File: src/shared/bhc_pkg.sv
// Shared constants for the buck supervisory and hiccup protection block
package bhc_pkg;

  // ----------------------------------------------------------------
  // Register map (APB byte addresses)
  // ----------------------------------------------------------------
  localparam logic [7:0] ADDR_CTRL = 8'h00;
  localparam logic [7:0] ADDR_STATUS = 8'h04;
  localparam logic [7:0] ADDR_IRQ_STAT = 8'h08;
  localparam logic [7:0] ADDR_IRQ_MASK = 8'h0C;
  localparam logic [7:0] ADDR_OC_COUNT = 8'h10;

  // ----------------------------------------------------------------
  // Field positions
  // ----------------------------------------------------------------
  localparam int CTRL_ENABLE_BIT = 0;
  localparam int IRQ_HICCUP_BIT = 0;
  localparam int IRQ_RESTART_BIT = 1;
  localparam int IRQ_CLAMP_BIT = 2;
  localparam int IRQ_SKIP_BIT = 3;
  localparam int IRQ_WIDTH = 4;

  // ----------------------------------------------------------------
  // Reset values
  // ----------------------------------------------------------------
  localparam logic CTRL_ENABLE_RST = 1'b0;
  localparam logic [3:0] IRQ_MASK_RST = 4'h0;

  // ----------------------------------------------------------------
  // Output setpoint encodings
  // ----------------------------------------------------------------
  localparam logic [1:0] VSEL_EXT = 2'h0;
  localparam logic [1:0] VSEL_3V3 = 2'h1;
  localparam logic [1:0] VSEL_5V = 2'h2;
  localparam logic [1:0] VSEL_12V = 2'h3;

  // Strap sense codes from the resistor detectors
  localparam logic [1:0] STRAP_TIE = 2'h0;
  localparam logic [1:0] STRAP_R24K9 = 2'h1;
  localparam logic [1:0] STRAP_R49K9 = 2'h2;

  // ----------------------------------------------------------------
  // Protection counts (switching cycles; clamp count in current-limit trip events)
  // ----------------------------------------------------------------
  localparam int OC_LIMIT_CYCLES = 512;
  localparam int CLEAN_CYCLES = 4;
  localparam int HICCUP_OFF_CYCLES = 16384;
  localparam int CLAMP_EVENTS = 16;

  // Soft-start time in microseconds, timed on the 125 MHz clock
  localparam int SS_TIME_US = 3000;
  localparam int CLK_MHZ = 125;
  localparam int SS_CYCLES = SS_TIME_US * CLK_MHZ;

  // Supervisor states
  typedef enum logic [1:0] {
    BHC_OFF = 2'b00,
    BHC_SOFT = 2'b01,
    BHC_RUN = 2'b11,
    BHC_HICCUP = 2'b10
  } bhc_state_e;

endpackage : bhc_pkg

File: src/core/bhc_supervisor.sv
// Strap latch, hiccup overcurrent protection and soft start with APB registers
`timescale 1ns/1ps
// Functional notes
// - Straps captured once at power-up, held until bias UVLO cycles.
// - Feedback strap: tie=3.3 V, 24.9k=5 V, 49.9k=12 V, else external.
// - Internal compensation only with 10k strap; otherwise external high-gain.
// - Compensation mode latched; no change until bias UVLO.
// - Below min on-time ratio, leave fixed frequency and skip pulses.
// - Current-limit trip ends the high-side pulse at once.
// - Soft-start clamp enabled only after 16 overcurrent events.
// - 512 over-limit cycles allowed before hiccup.
// - Four consecutive clean cycles clear the 512 counter.
// - Expiry: pull soft start low, gates off, start 16384 off count.
// - At 16384 off cycles release soft start and restart.
// - Hiccup inactive during soft start until feedback above 0.4 V.
// - Soft-start ramp about 3 ms, initial or after hiccup.
module bhc_supervisor #(
  parameter int OC_LIMIT = bhc_pkg::OC_LIMIT_CYCLES,
  parameter int OFF_CYCLES = bhc_pkg::HICCUP_OFF_CYCLES,
  parameter int SS_CYC = bhc_pkg::SS_CYCLES
) (
  input wire logic pclk,
  input wire logic presetn,
  input wire logic psel,
  input wire logic penable,
  input wire logic pwrite,
  input wire logic [7:0] paddr,
  input wire logic [31:0] pwdata,
  output logic [31:0] prdata,
  output logic pready,
  output logic pslverr,
  input wire logic bias_uvlo,
  input wire logic sw_clk,
  input wire logic pwm_demand,
  input wire logic current_limit_trip,
  input wire logic fb_above_0v4,
  input wire logic ratio_below_min,
  input wire logic fb_strap_valid,
  input wire logic [1:0] fb_strap_code,
  input wire logic comp_select_pin,
  output logic high_side_gate,
  output logic low_side_gate,
  output logic ss_pull_low,
  output logic ss_clamp_en,
  output logic [1:0] output_sense_select,
  output logic internal_comp,
  output logic pulse_skip,
  output logic irq
);

  // ----------------------------------------------------------------
  // Elaboration checks
  // ----------------------------------------------------------------
  if (OC_LIMIT < 2 || OC_LIMIT > 65535 || OFF_CYCLES < 2 || OFF_CYCLES > 65535)
  begin : g_bad_count
    $error("Protection counts out of range");
  end
  if (SS_CYC < 2 || SS_CYC > 16777215)
  begin : g_bad_ss
    $error("Soft-start count out of range");
  end

  // ----------------------------------------------------------------
  // State and registers
  // ----------------------------------------------------------------
  bhc_pkg::bhc_state_e state;
  bhc_pkg::bhc_state_e next_state;
  logic ctrl_enable;
  logic [3:0] irq_stat;
  logic [3:0] irq_mask;
  logic straps_taken;
  logic [15:0] oc_cnt;
  logic [15:0] off_cnt;
  logic [2:0] clean_cnt;
  logic [4:0] ev_cnt;
  logic [23:0] ss_cnt;
  logic sw_d;
  logic trip_seen;
  logic trip_d;
  logic skip_d;

  // ----------------------------------------------------------------
  // Decode
  // ----------------------------------------------------------------
  wire acc = psel && penable;
  wire wr = acc && pwrite;
  wire hit_ctrl = paddr == bhc_pkg::ADDR_CTRL;
  wire hit_stat = paddr == bhc_pkg::ADDR_STATUS;
  wire hit_irq = paddr == bhc_pkg::ADDR_IRQ_STAT;
  wire hit_mask = paddr == bhc_pkg::ADDR_IRQ_MASK;
  wire hit_cnt = paddr == bhc_pkg::ADDR_OC_COUNT;
  wire mapped = hit_ctrl || hit_stat || hit_irq || hit_mask || hit_cnt;
  // Switching edge, and whether the closing cycle saw a trip
  wire sw_edge = sw_clk && !sw_d;
  wire cycle_over = trip_seen || current_limit_trip;
  wire active = ctrl_enable && !bias_uvlo;
  // Hiccup counting armed only after soft start passes 0.4 V
  wire protect_on = (state == bhc_pkg::BHC_RUN) ||
    (state == bhc_pkg::BHC_SOFT && fb_above_0v4);
  wire oc_expire = protect_on && sw_edge && cycle_over &&
    (oc_cnt == 16'(OC_LIMIT - 1));
  wire off_done = sw_edge && (off_cnt == 16'(OFF_CYCLES - 1));
  wire ss_done = ss_cnt == 24'(SS_CYC - 1);
  wire trip_rise = current_limit_trip && !trip_d;
  wire skip_rise = ratio_below_min && !skip_d;
  wire [3:0] events = {skip_rise,
    trip_rise && active && (ev_cnt == 5'(bhc_pkg::CLAMP_EVENTS - 1)),
    state == bhc_pkg::BHC_HICCUP && off_done, oc_expire};
  wire [3:0] clr = (wr && hit_irq) ? pwdata[3:0] : 4'h0;
  wire [31:0] rd_mux =
    hit_ctrl ? {31'h0, ctrl_enable} :
    hit_stat ? {24'h0, 1'b0, pulse_skip, ss_clamp_en, internal_comp, output_sense_select, state} :
    hit_irq ? {28'h0, irq_stat} :
    hit_mask ? {28'h0, irq_mask} :
    hit_cnt ? {16'h0, oc_cnt} : 32'h0;

  // Next state of the supervisor
  always_comb
  begin
    next_state = state;
    case (state)
      bhc_pkg::BHC_OFF:
        if (active) next_state = bhc_pkg::BHC_SOFT;
      bhc_pkg::BHC_SOFT:
        if (oc_expire) next_state = bhc_pkg::BHC_HICCUP;
        else if (ss_done) next_state = bhc_pkg::BHC_RUN;
      bhc_pkg::BHC_RUN:
        if (oc_expire) next_state = bhc_pkg::BHC_HICCUP;
      bhc_pkg::BHC_HICCUP:
        if (off_done) next_state = bhc_pkg::BHC_SOFT;
      default:
        next_state = bhc_pkg::BHC_OFF;
    endcase
    if (!active) next_state = bhc_pkg::BHC_OFF;
  end

  // ----------------------------------------------------------------
  // APB slave: zero wait states, error on unmapped address
  // ----------------------------------------------------------------
  always_ff @(posedge pclk or negedge presetn)
  begin
    if (!presetn)
    begin
      ctrl_enable <= bhc_pkg::CTRL_ENABLE_RST;
      irq_mask <= bhc_pkg::IRQ_MASK_RST;
      prdata <= 32'h0;
      pready <= 1'b0;
      pslverr <= 1'b0;
    end
    else
    begin
      if (wr && hit_ctrl) ctrl_enable <= pwdata[bhc_pkg::CTRL_ENABLE_BIT];
      if (wr && hit_mask) irq_mask <= pwdata[3:0];
      prdata <= (psel && !penable && !pwrite) ? rd_mux : prdata;
      pready <= psel && !penable;
      pslverr <= psel && !penable && !mapped;
    end
  end

  // Sticky events: a set in the clearing cycle wins
  always_ff @(posedge pclk or negedge presetn)
  begin
    if (!presetn)
    begin
      irq_stat <= 4'h0;
      irq <= 1'b0;
    end
    else
    begin
      irq_stat <= (irq_stat & ~clr) | events;
      irq <= |(((irq_stat & ~clr) | events) & irq_mask);
    end
  end

  // Strap capture once after UVLO release; UVLO re-arms it
  always_ff @(posedge pclk or negedge presetn)
  begin
    if (!presetn)
    begin
      straps_taken <= 1'b0;
      output_sense_select <= bhc_pkg::VSEL_EXT;
      internal_comp <= 1'b0;
    end
    else if (bias_uvlo)
      straps_taken <= 1'b0;
    else if (!straps_taken)
    begin
      straps_taken <= 1'b1;
      internal_comp <= comp_select_pin;
      if (!fb_strap_valid) output_sense_select <= bhc_pkg::VSEL_EXT;
      else if (fb_strap_code == bhc_pkg::STRAP_TIE) output_sense_select <= bhc_pkg::VSEL_3V3;
      else if (fb_strap_code == bhc_pkg::STRAP_R24K9) output_sense_select <= bhc_pkg::VSEL_5V;
      else if (fb_strap_code == bhc_pkg::STRAP_R49K9) output_sense_select <= bhc_pkg::VSEL_12V;
      else output_sense_select <= bhc_pkg::VSEL_EXT;
    end
  end

  // Protection counters on switching edges
  always_ff @(posedge pclk or negedge presetn)
  begin
    if (!presetn)
    begin
      state <= bhc_pkg::BHC_OFF;
      sw_d <= 1'b0;
      trip_seen <= 1'b0;
      trip_d <= 1'b0;
      skip_d <= 1'b0;
      oc_cnt <= 16'h0;
      clean_cnt <= 3'h0;
      off_cnt <= 16'h0;
      ev_cnt <= 5'h0;
      ss_clamp_en <= 1'b0;
      ss_cnt <= 24'h0;
    end
    else
    begin
      state <= next_state;
      sw_d <= sw_clk;
      trip_d <= current_limit_trip;
      skip_d <= ratio_below_min;
      trip_seen <= sw_edge ? 1'b0 : cycle_over;
      if (!active)
      begin
        oc_cnt <= 16'h0;
        clean_cnt <= 3'h0;
        off_cnt <= 16'h0;
        ev_cnt <= 5'h0;
        ss_clamp_en <= 1'b0;
        ss_cnt <= 24'h0;
      end
      else
      begin
        // Clamp armed only after enough trips, so short faults can still pull SS low
        if (trip_rise && ev_cnt != 5'(bhc_pkg::CLAMP_EVENTS)) ev_cnt <= ev_cnt + 5'h1;
        if (trip_rise && ev_cnt == 5'(bhc_pkg::CLAMP_EVENTS - 1)) ss_clamp_en <= 1'b1;
        if (state == bhc_pkg::BHC_SOFT && !ss_done) ss_cnt <= ss_cnt + 24'h1;
        if (state != bhc_pkg::BHC_SOFT) ss_cnt <= 24'h0;
        if (state == bhc_pkg::BHC_HICCUP && sw_edge) off_cnt <= off_cnt + 16'h1;
        if (state != bhc_pkg::BHC_HICCUP) off_cnt <= 16'h0;
        if (oc_expire || !protect_on)
        begin
          oc_cnt <= 16'h0;
          clean_cnt <= 3'h0;
        end
        else if (sw_edge && cycle_over)
        begin
          oc_cnt <= oc_cnt + 16'h1;
          clean_cnt <= 3'h0;
        end
        else if (sw_edge)
        begin
          clean_cnt <= (clean_cnt == 3'(bhc_pkg::CLEAN_CYCLES - 1)) ? 3'h0 : clean_cnt + 3'h1;
          if (clean_cnt == 3'(bhc_pkg::CLEAN_CYCLES - 1)) oc_cnt <= 16'h0;
        end
      end
    end
  end

  // Gate drive, soft-start pull and skip mode
  always_ff @(posedge pclk or negedge presetn)
  begin
    if (!presetn)
    begin
      high_side_gate <= 1'b0;
      low_side_gate <= 1'b0;
      ss_pull_low <= 1'b1;
      pulse_skip <= 1'b0;
    end
    else
    begin
      pulse_skip <= active && ratio_below_min;
      ss_pull_low <= (next_state == bhc_pkg::BHC_OFF) ||
        (next_state == bhc_pkg::BHC_HICCUP);
      // Trip cuts the high side immediately; hiccup forces both off
      high_side_gate <= (next_state == bhc_pkg::BHC_SOFT || next_state == bhc_pkg::BHC_RUN) &&
        pwm_demand && !current_limit_trip && !(ratio_below_min && !sw_edge);
      low_side_gate <= (next_state == bhc_pkg::BHC_SOFT || next_state == bhc_pkg::BHC_RUN) &&
        !(pwm_demand && !current_limit_trip);
    end
  end
endmodule : bhc_supervisor

File: config.mk
export PLATFORM = sky130hd
export DESIGN_NAME = bhc_supervisor
export DESIGN_NICKNAME = d
export VERILOG_FILES = /design/src/shared/bhc_pkg.sv /design/src/core/bhc_supervisor.sv
export SDC_FILE = /design/constraint.sdc
export NUM_CORES = 1
export LEC_CHECK = 0
export BUFFER_PORTS_ARGS = -buffer_cell sky130_fd_sc_hd__buf_4
export CAP_MARGIN = 40
export CORE_MARGIN = 2
export CORE_UTILIZATION = 35
export CTS_BUF_LIST = sky130_fd_sc_hd__clkbuf_4
export CTS_CLUSTER_DIAMETER = 40
export CTS_CLUSTER_SIZE = 40
export DETAILED_ROUTE_END_ITERATION = 7
export GPL_ROUTABILITY_DRIVEN = 1
export HOLD_SLACK_MARGIN = 0.03
export PLACE_DENSITY = 0.62
export SYNTH_ARGS = -nofsm -noshare
export SYNTH_HDL_FRONTEND = slang
export SYNTH_SLANG_ARGS = --single-unit
File: constraint.sdc
create_clock -name pclk -period 2.45 [get_ports pclk]
set_input_delay 0.49 -clock pclk [delete_from_list [all_inputs] [get_ports pclk]]
set_output_delay 0.49 -clock pclk [all_outputs]
set_load 0.02 [all_outputs]
==> flow_summary.ini, run 1 <==
[cells_and_area]
drive_above_1_share_pct = 17.2
nNetsFinal = 652
seq_area_um2 = 2680
area_growth_pct = 14.6
multi_input_area_um2 = 2460
fill_cells = 1462
instances_no_fill = 783

[route]
drt-met1-wl_um = 5700
drt_first_pass_iters = 5
routed.top_layer = met4
ant_nets = 0
routed_wl_um = 11700
via_per_inst = 5.21
wl_per_cell_um = 15.0
route.vias.total = 4077
drc = 0
route.met2.wl_um = 5350
wl_met3_um = 514
drt_iter0_markers = 229

[place]
gp_congestion = 0.805
dp.cells = 766
io_buffers = 53
place_hpwl_um = 8710
pre_cts_ws_ns = 0.278

[worst_setup_path]
worstSetupEndpointType = flop
arrival_ns = 2.60
crit_path_max_fanout = 14
reg2reg_slack_ns = 0.23
required_ns = 2.83
r2r_start = oc_cnt[0]$_DFFE_PN0P_
reg2regPathDepth = 7
cp-start-kind = flop
crit_type = flop to flop
worstReg2RegEnd = oc_cnt[10]$_DFFE_PN0P_

[min_path]
min_from = sw_clk
hold_depth = 1
hp-class = input port to flop
holdPathEnd = sw_d$_DFF_PN0_

[sta]
relSlewSlack_pct = 55.3
fmax_mhz = 450
skew_ns = 0.0200
rsz0062_at_grt = no
slew_viol_final = 0
period_share_pct = 90.7
period_needed_ns = 2.22
worst_slew_pin_slew_ns = 0.654
setup_viol = 0
fin_setup_tns_ns = 0
holdWs_ns = 0.126
hold_violations = 0
setup_ws_ns = 0.229

[floorplanning]
fp.dieW_um = 127
start_util_pct = 35.4
die_h_um = 127
core-area_um2 = 15000
pin_count = 98
dieArea_um2 = 16200
rows = 45

[global_routing]
grt_max_degree = 44
grt_pass1_vias = 3899
grt_pass1_wl_um = 19600
grt_usage_pct = 15.1
grt-ovfl-total = 0
antenna_found_initial = 1

[clocking]
post_cts_resized = 0
post_cts_buffers = 0
ctsHoldBuffers = 1
cts-root-buf = clkbuf_4
clockBufferDepth = 2
h-tree-depth = 3
cts_tree = yes
cts_sinks = 107
clk_pin_slew_ns = 0.16
clk_latency_ns = 0.49
numCtsBuffers = 9

[pwr]
power_mw = 2.87
leakage_nw = 2.63
vdd_drop_max_v = 0.000304
power_density_nw_per_um2 = 470

[yosys]
postSynthCellCount = 525
ys_types = 60
synth_area_um2 = 5330
yosys_warnings = 0
synthFlopType = dfrtp_1
synth-edff-count = 0
ys_async_sr_fraction_pct = 100
syn_area_per_cell_um2 = 10.1
synth_seq_area_share_pct = 50.3
synth_seq_cells = 107

[job]
maxCapViolations = 0

[outcome]
status = complete, no violations
-- layer usage --
metal | GRT usage, % | up-vias
li1 | - | 1955
met1 | 21.6 | 2043
met2 | 22.6 | 69
met5 | 0 | -
met3 | 3.77 | 10
met4 | 5.11 | 0
-- cells by family after synthesis --
family | share of synthesized area, %
and+or+nand+nor | 22.5
adders and majority gates | 1.64
DFF | 50.3
other | 0.0704
muxes | 1.67
xor gates and xnor gates | 8.22
AOI/OAI and AO/OA | 11.0
buffers and inverters | 4.58
-- layout by cell type (no fill, tap or decap), types with 2 or more instances in the layout --
cell and count:
o211ai_1 3, o21ai_1 2, o21ai_0 13, a22oi_1 8
nand2b_1 3, nor4_4 2, nand3_1 30, a222oi_1 3
xor2_1 24, or3_1 5, nor3b_1 3, a21oi_1 16
nor4_1 4, a21boi_0 3, o31ai_1 5, nor2b_1 11
dfrtp_1 106, inv_1 14, a22o_1 10, clkbuf_4 9
clkinv_1 3, nand2_1 37, or2_2 3, buf_4 69
or4_1 5, nand4_1 14, and3_1 9, a211oi_1 4
nor4b_1 3, a2111oi_0 5, xnor2_1 26, and4_1 5
nand3b_1 5, nor3_1 3, conb_1 16, mux2_2 7
nor2_1 68, and2_1 5, ha_1 7
-- power by group --
part           leakage, nW  switching, mW  total, mW  internal, mW
logic                 1.10          0.132      0.204        0.0713
registers             1.46         0.0102       1.79          1.78
clock network       0.0645          0.574      0.872         0.298
-- per-stage QoR --
stage                     instance area (um2)  util (%)
after floorplan                          5380         -
after global placement                   5960      39.7
after detailed placement                 5960      39.7
after CTS                                6100      40.6
after global routing                     6100      40.6
final                                    6100      40.6
-- Yosys cell counts (2+ instances only) --
master | instances | share of area [%]
a2111oi_0 | 5 | 0.82
a211oi_1 | 4 | 0.56
a21boi_0 | 3 | 0.42
a21oi_1 | 16 | 1.5
a222oi_1 | 3 | 0.56
a22o_1 | 10 | 1.6
a22oi_1 | 8 | 1.1
and2_1 | 5 | 0.59
and3_1 | 9 | 1.1
and4_1 | 5 | 0.82
buf_2 | 6 | 0.56
buf_4 | 17 | 2.4
clkbuf_1 | 9 | 0.63
dfrtp_1 | 106 | 50
ha_1 | 7 | 1.6
inv_1 | 14 | 0.99
mux2_2 | 7 | 1.5
nand2_1 | 37 | 2.6
nand2b_1 | 3 | 0.35
nand3_1 | 30 | 2.8
nand3b_1 | 5 | 0.70
nand4_1 | 14 | 1.6
nor2_1 | 68 | 4.8
nor2b_1 | 11 | 1.3
nor3_1 | 3 | 0.28
nor3b_1 | 3 | 0.42
nor4_1 | 4 | 0.47
nor4_4 | 2 | 0.80
nor4b_1 | 3 | 0.49
o211ai_1 | 3 | 0.42
o21ai_0 | 13 | 1.2
o21ai_1 | 2 | 0.19
o31ai_1 | 5 | 0.70
or2_2 | 3 | 0.35
or3_1 | 5 | 0.59
or4_1 | 5 | 0.70
xnor2_1 | 26 | 4.3
xor2_1 | 24 | 3.9
-- state kept, by name (all words and copies together) (netlist names), 2 cells and up --
register and cells:
off_cnt 16, oc_cnt 16, irq_mask 4, ss_cnt 24
irq_stat 4, ev_cnt 5, prdata 16, state 2
output_sense_select 2, clean_cnt 3
-- cell type report --
cell class	count	area share (%)
Clock inverter	6	0.943
Inverter	14	0.861
Sequential cell	107	43.9
Tap cell	188	3.86
Timing Repair Buffer	71	8.98
Multi-Input combinational cell	387	40.3
Clock buffer	9	1.11
Antenna cell	1	0.0410
-- worst max-delay path: stages, from the launching register on --
cell      delay (ns)
dfrtp_1         0.49
ha_1            0.24
nand3_1         0.17
or4_1           0.56
nor3_2          0.23
nand3b_1        0.15
buf_4           0.20
nor2_1          0.07
-- how the worst max path moves through the flow --
stage	end	from	cells after the start	slack, ns
2_1_floorplan	high_side_gate$_DFF_PN0_	off_cnt[0]$_DFFE_PN0P_	6	0.54
3_3_place_gp	oc_cnt[11]$_DFFE_PN0P_	oc_cnt[0]$_DFFE_PN0P_	7	0.34
3_5_place_dp	oc_cnt[11]$_DFFE_PN0P_	oc_cnt[0]$_DFFE_PN0P_	7	0.28
4_1_cts	oc_cnt[8]$_DFFE_PN0P_	oc_cnt[0]$_DFFE_PN0P_	7	0.24
5_1_grt	oc_cnt[8]$_DFFE_PN0P_	oc_cnt[0]$_DFFE_PN0P_	7	0.04
6_report	oc_cnt[10]$_DFFE_PN0P_	oc_cnt[0]$_DFFE_PN0P_	7	0.23
Power figures use the tool's default switching activity.
==> run 2: changes to the inputs <==
Settings changed: SETUP_SLACK_MARGIN set to 0.5.
==> run 2 against run 1 <==
Compared with the run above: power hardly changed; clock skew shrank 0.0027 ns; critical path depth unchanged; routed wire length up 2.1%; clock power is essentially flat; register-to-register slack improved by 0.17 ns; global-route usage up 0.14 points; utilization increased by 1.1 points; setup slack improved by 0.17 ns; largest cell class unchanged; cell area grew 2.7%; highest routed layer unchanged; fmax grew 8.2%.
==> flow_summary.ini, run 2 (same netlist as run 1, synthesis figures left out) <==
[outcome]
status = complete, no violations

[min_path]
hp-class = input port to flop

[floorplanning]
start_util_pct = 35.4
dieArea_um2 = 16200
pin_count = 98
die_h_um = 127
core-area_um2 = 15000
fp.dieW_um = 127
rows = 45

[place]
pre_cts_ws_ns = 0.278
io_buffers = 53
gp_congestion = 0.805
dp.cells = 766
placed_area_um2 = 5960
place_hpwl_um = 8710

[cells_and_area]
top_register = ss_cnt
most-common-layout-cells = 104 x dfrtp_1, 79 x buf_4, 65 x nor2_1
drive_above_1_share_pct = 20.8
final_util_pct = 41.7
area_growth_pct = 17.6
instances_no_fill = 795
nNetsFinal = 664
postLayoutCellArea_um2 = 6260
layout_commonest_cell = dfrtp_1
largest_reg_flops = 24
fill_cells = 1442
seq_area_um2 = 2680
multi_input_area_um2 = 2520

[sta]
worst_slew_pin_slew_ns = 0.645
relSlewSlack_pct = 55.9
fin_setup_tns_ns = 0
fmax_mhz = 487
slew_viol_final = 0
period_share_pct = 83.8
skew_ns = 0.0174
rsz0062_at_grt = yes
period_needed_ns = 2.05
setup_viol = 0
setup_ws_ns = 0.398
holdWs_ns = 0.132
hold_violations = 0

[route]
routed_wl_um = 12000
drt_iter0_markers = 229
ant_nets = 0
drt_first_pass_iters = 4
route.vias.total = 4108
drc = 0
via_per_inst = 5.17
wl_per_cell_um = 15.0

[global_routing]
grt_pass1_vias = 3934
antenna_found_initial = 1
grt-ovfl-total = 0
grt_max_degree = 44
grt_usage_pct = 15.3
grt_pass1_wl_um = 19800

[worst_setup_path]
cp-start-kind = flop
critPathSlowestCell = or4_4
crit_type = flop to flop
worstSetupEndpointType = flop
arrival_ns = 2.45
crit_path_max_fanout = 7
max_stage_delay_ns = 0.56
cp_cell_sequence = ha_4, nand3_4, or4_4, nor3_4, nand3b_1, buf_4, nor2_1
required_ns = 2.84

[clocking]
clockBufferDepth = 2
cts_tree = yes
clk_latency_ns = 0.49
cts-root-buf = clkbuf_4
cts_sinks = 107
numCtsBuffers = 9
clk_pin_slew_ns = 0.16
h-tree-depth = 3

[pwr]
leakage_nw = 2.70
power_mw = 2.87
power_density_nw_per_um2 = 458
vdd_drop_max_v = 0.000305

[job]
maxCapViolations = 0
-- run 2: changes by cell type in the layout (fill, tap and decap cells not counted), moves of 2 or more --
| cell | previous run | this run |
|---|---|---|
| nor2_2 | 0 | 3 |
| buf_6 | 0 | 2 |
| dfrtp_1 | 106 | 104 |
| ha_1 | 7 | 5 |
| dfrtp_2 | 0 | 2 |
| nor2_1 | 68 | 65 |
| buf_4 | 69 | 79 |
-- run 2: final cells by class --
class	count	share of cell area, %
multi-input combinational	387	40.3
sequential	107	42.8
timing repair buffer	83	10.3
clock buffer	9	1.08
antenna	1	0.0399
clock inverter	6	0.919
inverter	14	0.839
tap	188	3.75
-- run 2: metal layers --
layer / vias up / global-route usage, % / routed length (um)
met5: - / 0 / 0
met3: 11 / 3.77 / 500
met1: 2050 / 21.7 / 5780
met4: 0 / 5.11 / 160
met2: 67 / 23.0 / 5520
li1: 1980 / - / -
-- run 2: final timing paths --
check,from,to,slack (ns),depth (start not counted)
min in group asynchronous,presetn,off_cnt[4]$_DFFE_PN0P_,0.50,2
worst max-delay path,oc_cnt[1]$_DFFE_PN0P_,oc_cnt[11]$_DFFE_PN0P_,0.40,7
worst min-delay path,sw_clk,sw_d$_DFF_PN0_,0.13,1
max in group asynchronous,presetn,ss_pull_low$_DFF_PN1_,1.25,3
worst min register to register,prdata[4]$_DFFE_PN0P_,prdata[4]$_DFFE_PN0P_,0.51,2
worst max register to register,oc_cnt[1]$_DFFE_PN0P_,oc_cnt[11]$_DFFE_PN0P_,0.40,7
-- run 2: power breakdown --
group          internal, mW  switching (mW)  leakage (nW)
logic                0.0720           0.133          1.18
registers              1.78          0.0103          1.46
clock network         0.298           0.574        0.0645
total                  2.15           0.717          2.70
-- run 2: what timing repair did --
action                                 4_1_cts  5_1_grt
endpoints found under the hold margin       39        0
hold buffers                                 1        0
pin swaps                                    2        4
gates cloned                                 0        1
buffers inserted                             4        7
resized for setup                            6       14
setup endpoints to repair                   31       27
-- run 2: critical path: cells and delay by family, from the launching register on --
family	cells	cell delay (ns)
DFF	1	0.44
adders and majority gates	1	0.18
and+or+nand+nor	5	1.15
buffers and inverters	1	0.19
==> run 3: changes to the inputs <==
Clock period 2.45 ns to 2.04 ns, I/O delays scaled along.
==> run 3 against run 2 <==
Compared with the run above: power rose by 24%; register-to-register slack got worse by 0.24 ns; clock power rose by 30%; count of clock-buffer cells in the layout rose by 2; critical endpoint is now low_side_gate$_DFF_PN0_; largest power group unchanged; highest routed layer unchanged.
==> flow_summary.ini, run 3 (same netlist as run 1, synthesis figures left out) <==
[sta]
setup_viol = 0
fin_setup_tns_ns = 0
period_needed_ns = 1.88
fmax_mhz = 532
period_share_pct = 92.1
slew_viol_final = 0
skew_ns = 0.0265
rsz0062_at_grt = yes
setup_ws_ns = 0.161
holdWs_ns = 0.0716
hold_violations = 0

[place]
io_buffers = 53
place_hpwl_um = 9000
gp_congestion = 0.811
pre_cts_ws_ns = 0.0731

[route]
drt_first_pass_iters = 4
wl_met3_um = 476
ant_nets = 0
drt-met1-wl_um = 5980
route.met2.wl_um = 6370
drt_iter0_markers = 247
wl_per_cell_um = 15.7
route.vias.total = 4279
via_per_inst = 5.12
drc = 0
routed.top_layer = met4
routed_wl_um = 13100

[cells_and_area]
top_register = ss_cnt
drive_above_1_share_pct = 35.3
fill_cells = 1399
seq_area_um2 = 2680
nNetsFinal = 703
largest_reg_flops = 24
most-common-layout-cells = 103 x dfrtp_1, 100 x buf_4, 63 x nor2_1
area_growth_pct = 31.6
layout_commonest_cell = dfrtp_1
multi_input_area_um2 = 2870

[worst_setup_path]
arrival_ns = 2.26
reg2regPathDepth = 8
max_stage_delay_ns = 0.52
r2r_start = oc_cnt[0]$_DFFE_PN0P_
critPathSlowestCell = or4_4
cp-start-kind = flop
crit_family = simple AND/OR/NAND/NOR gates
worstSetupEndpointType = flop
cp_cell_sequence = ha_2, nand3_4, or4_4, nor3_4, buf_6, a211o_4, buf_6, a21oi_2
reg2reg_slack_ns = 0.16
critical_path_buf_inv_count = 2
worstReg2RegEnd = low_side_gate$_DFF_PN0_
required_ns = 2.43
cp_common_cell = buf_6
crit_path_max_fanout = 4
crit_type = flop to flop

[global_routing]
grt_max_degree = 47
antenna_found_initial = 1
grt_usage_pct = 16.1
grt_pass1_vias = 4253
grt-ovfl-total = 0
grt_pass1_wl_um = 20900

[min_path]
hp-class = input port to flop
min_from = ratio_below_min
hold_depth = 1
holdPathEnd = skip_d$_DFF_PN0_

[clocking]
numCtsBuffers = 9
clockBufferDepth = 2
clk_pin_slew_ns = 0.17
cts_tree = yes
clk_latency_ns = 0.48
h-tree-depth = 3
cts_sinks = 107
cts-root-buf = clkbuf_4

[floorplanning]
core-area_um2 = 15000
fp.dieW_um = 127
start_util_pct = 35.4
rows = 45
dieArea_um2 = 16200
die_h_um = 127
pin_count = 98

[pwr]
leakage_nw = 3.04
vdd_drop_max_v = 0.000270
power_density_nw_per_um2 = 509

[job]
maxCapViolations = 0

[outcome]
status = complete, no violations
==> run 3: changes by cell type in the layout (fill, tap and decap cells not counted), sizes merged <==
cell / delta
buf: +38
clkbuf: +2
clkinv: -3
dlygate4sd3: +1
inv: +2
==> run 3: worst max path at each step <==
stage                                    endpoint                startpoint  slack (ns)  cells after the start
after floorplan            oc_cnt[11]$_DFFE_PN0P_     oc_cnt[0]$_DFFE_PN0P_        0.19                      7
after global placement     prdata[11]$_DFFE_PN0P_                  paddr[0]        0.09                      5
after detailed placement   prdata[15]$_DFFE_PN0P_                  paddr[0]        0.07                      5
after CTS                  oc_cnt[11]$_DFFE_PN0P_  clean_cnt[0]$_DFFE_PN0P_         0.1                      6
after global routing        oc_cnt[3]$_DFFE_PN0P_     oc_cnt[0]$_DFFE_PN0P_        0.08                      7
final                     low_side_gate$_DFF_PN0_     oc_cnt[0]$_DFFE_PN0P_        0.16                      8
==> run 3: final cells by class <==
| cell class | count | share of cell area [%] |
|---|---|---|
| inverters | 14 | 0.785 |
| clock inverters | 5 | 0.875 |
| clock buffers | 11 | 1.18 |
| well taps | 188 | 3.36 |
| multi-input cells | 387 | 40.9 |
| diodes | 1 | 0.0357 |
| flip-flops and latches | 107 | 38.3 |
| repair buffers | 122 | 14.6 |
==> run 3: per-stage QoR <==
stage               cell area, um2  power, mW  utilization [%]  instances
floorplan                     5510       2.32                -        540
global placement              6160       2.45             41.0        776
detailed placement            6160       2.46             41.0        776
CTS                           6650       3.60             44.2        820
global route                  7010       3.73             46.6        835
finish                        7010       3.57             46.6        835
==> run 3: power breakdown <==
| part | switching, mW | internal, mW |
|---|---|---|
| clock network | 0.720 | 0.411 |
| registers | 0.0121 | 2.14 |
| logic | 0.174 | 0.109 |
==> run 3: timing repair <==
| item | CTS | global route |
|---|---|---|
| endpoints found under the setup margin | 54 | 67 |
| gates resized for setup | 32 | 63 |
| setup buffers | 26 | 14 |
| hold buffers | 2 | 0 |
| hold endpoints to repair | 22 | 0 |
| pin swaps | 15 | 31 |
==> run 3: per-layer routing <==
metal	vias to the layer above	track usage [%]
met1	2115	21.8
met4	0	6.92
met5	-	0
li1	2063	-
met3	18	2.72
met2	83	25.6
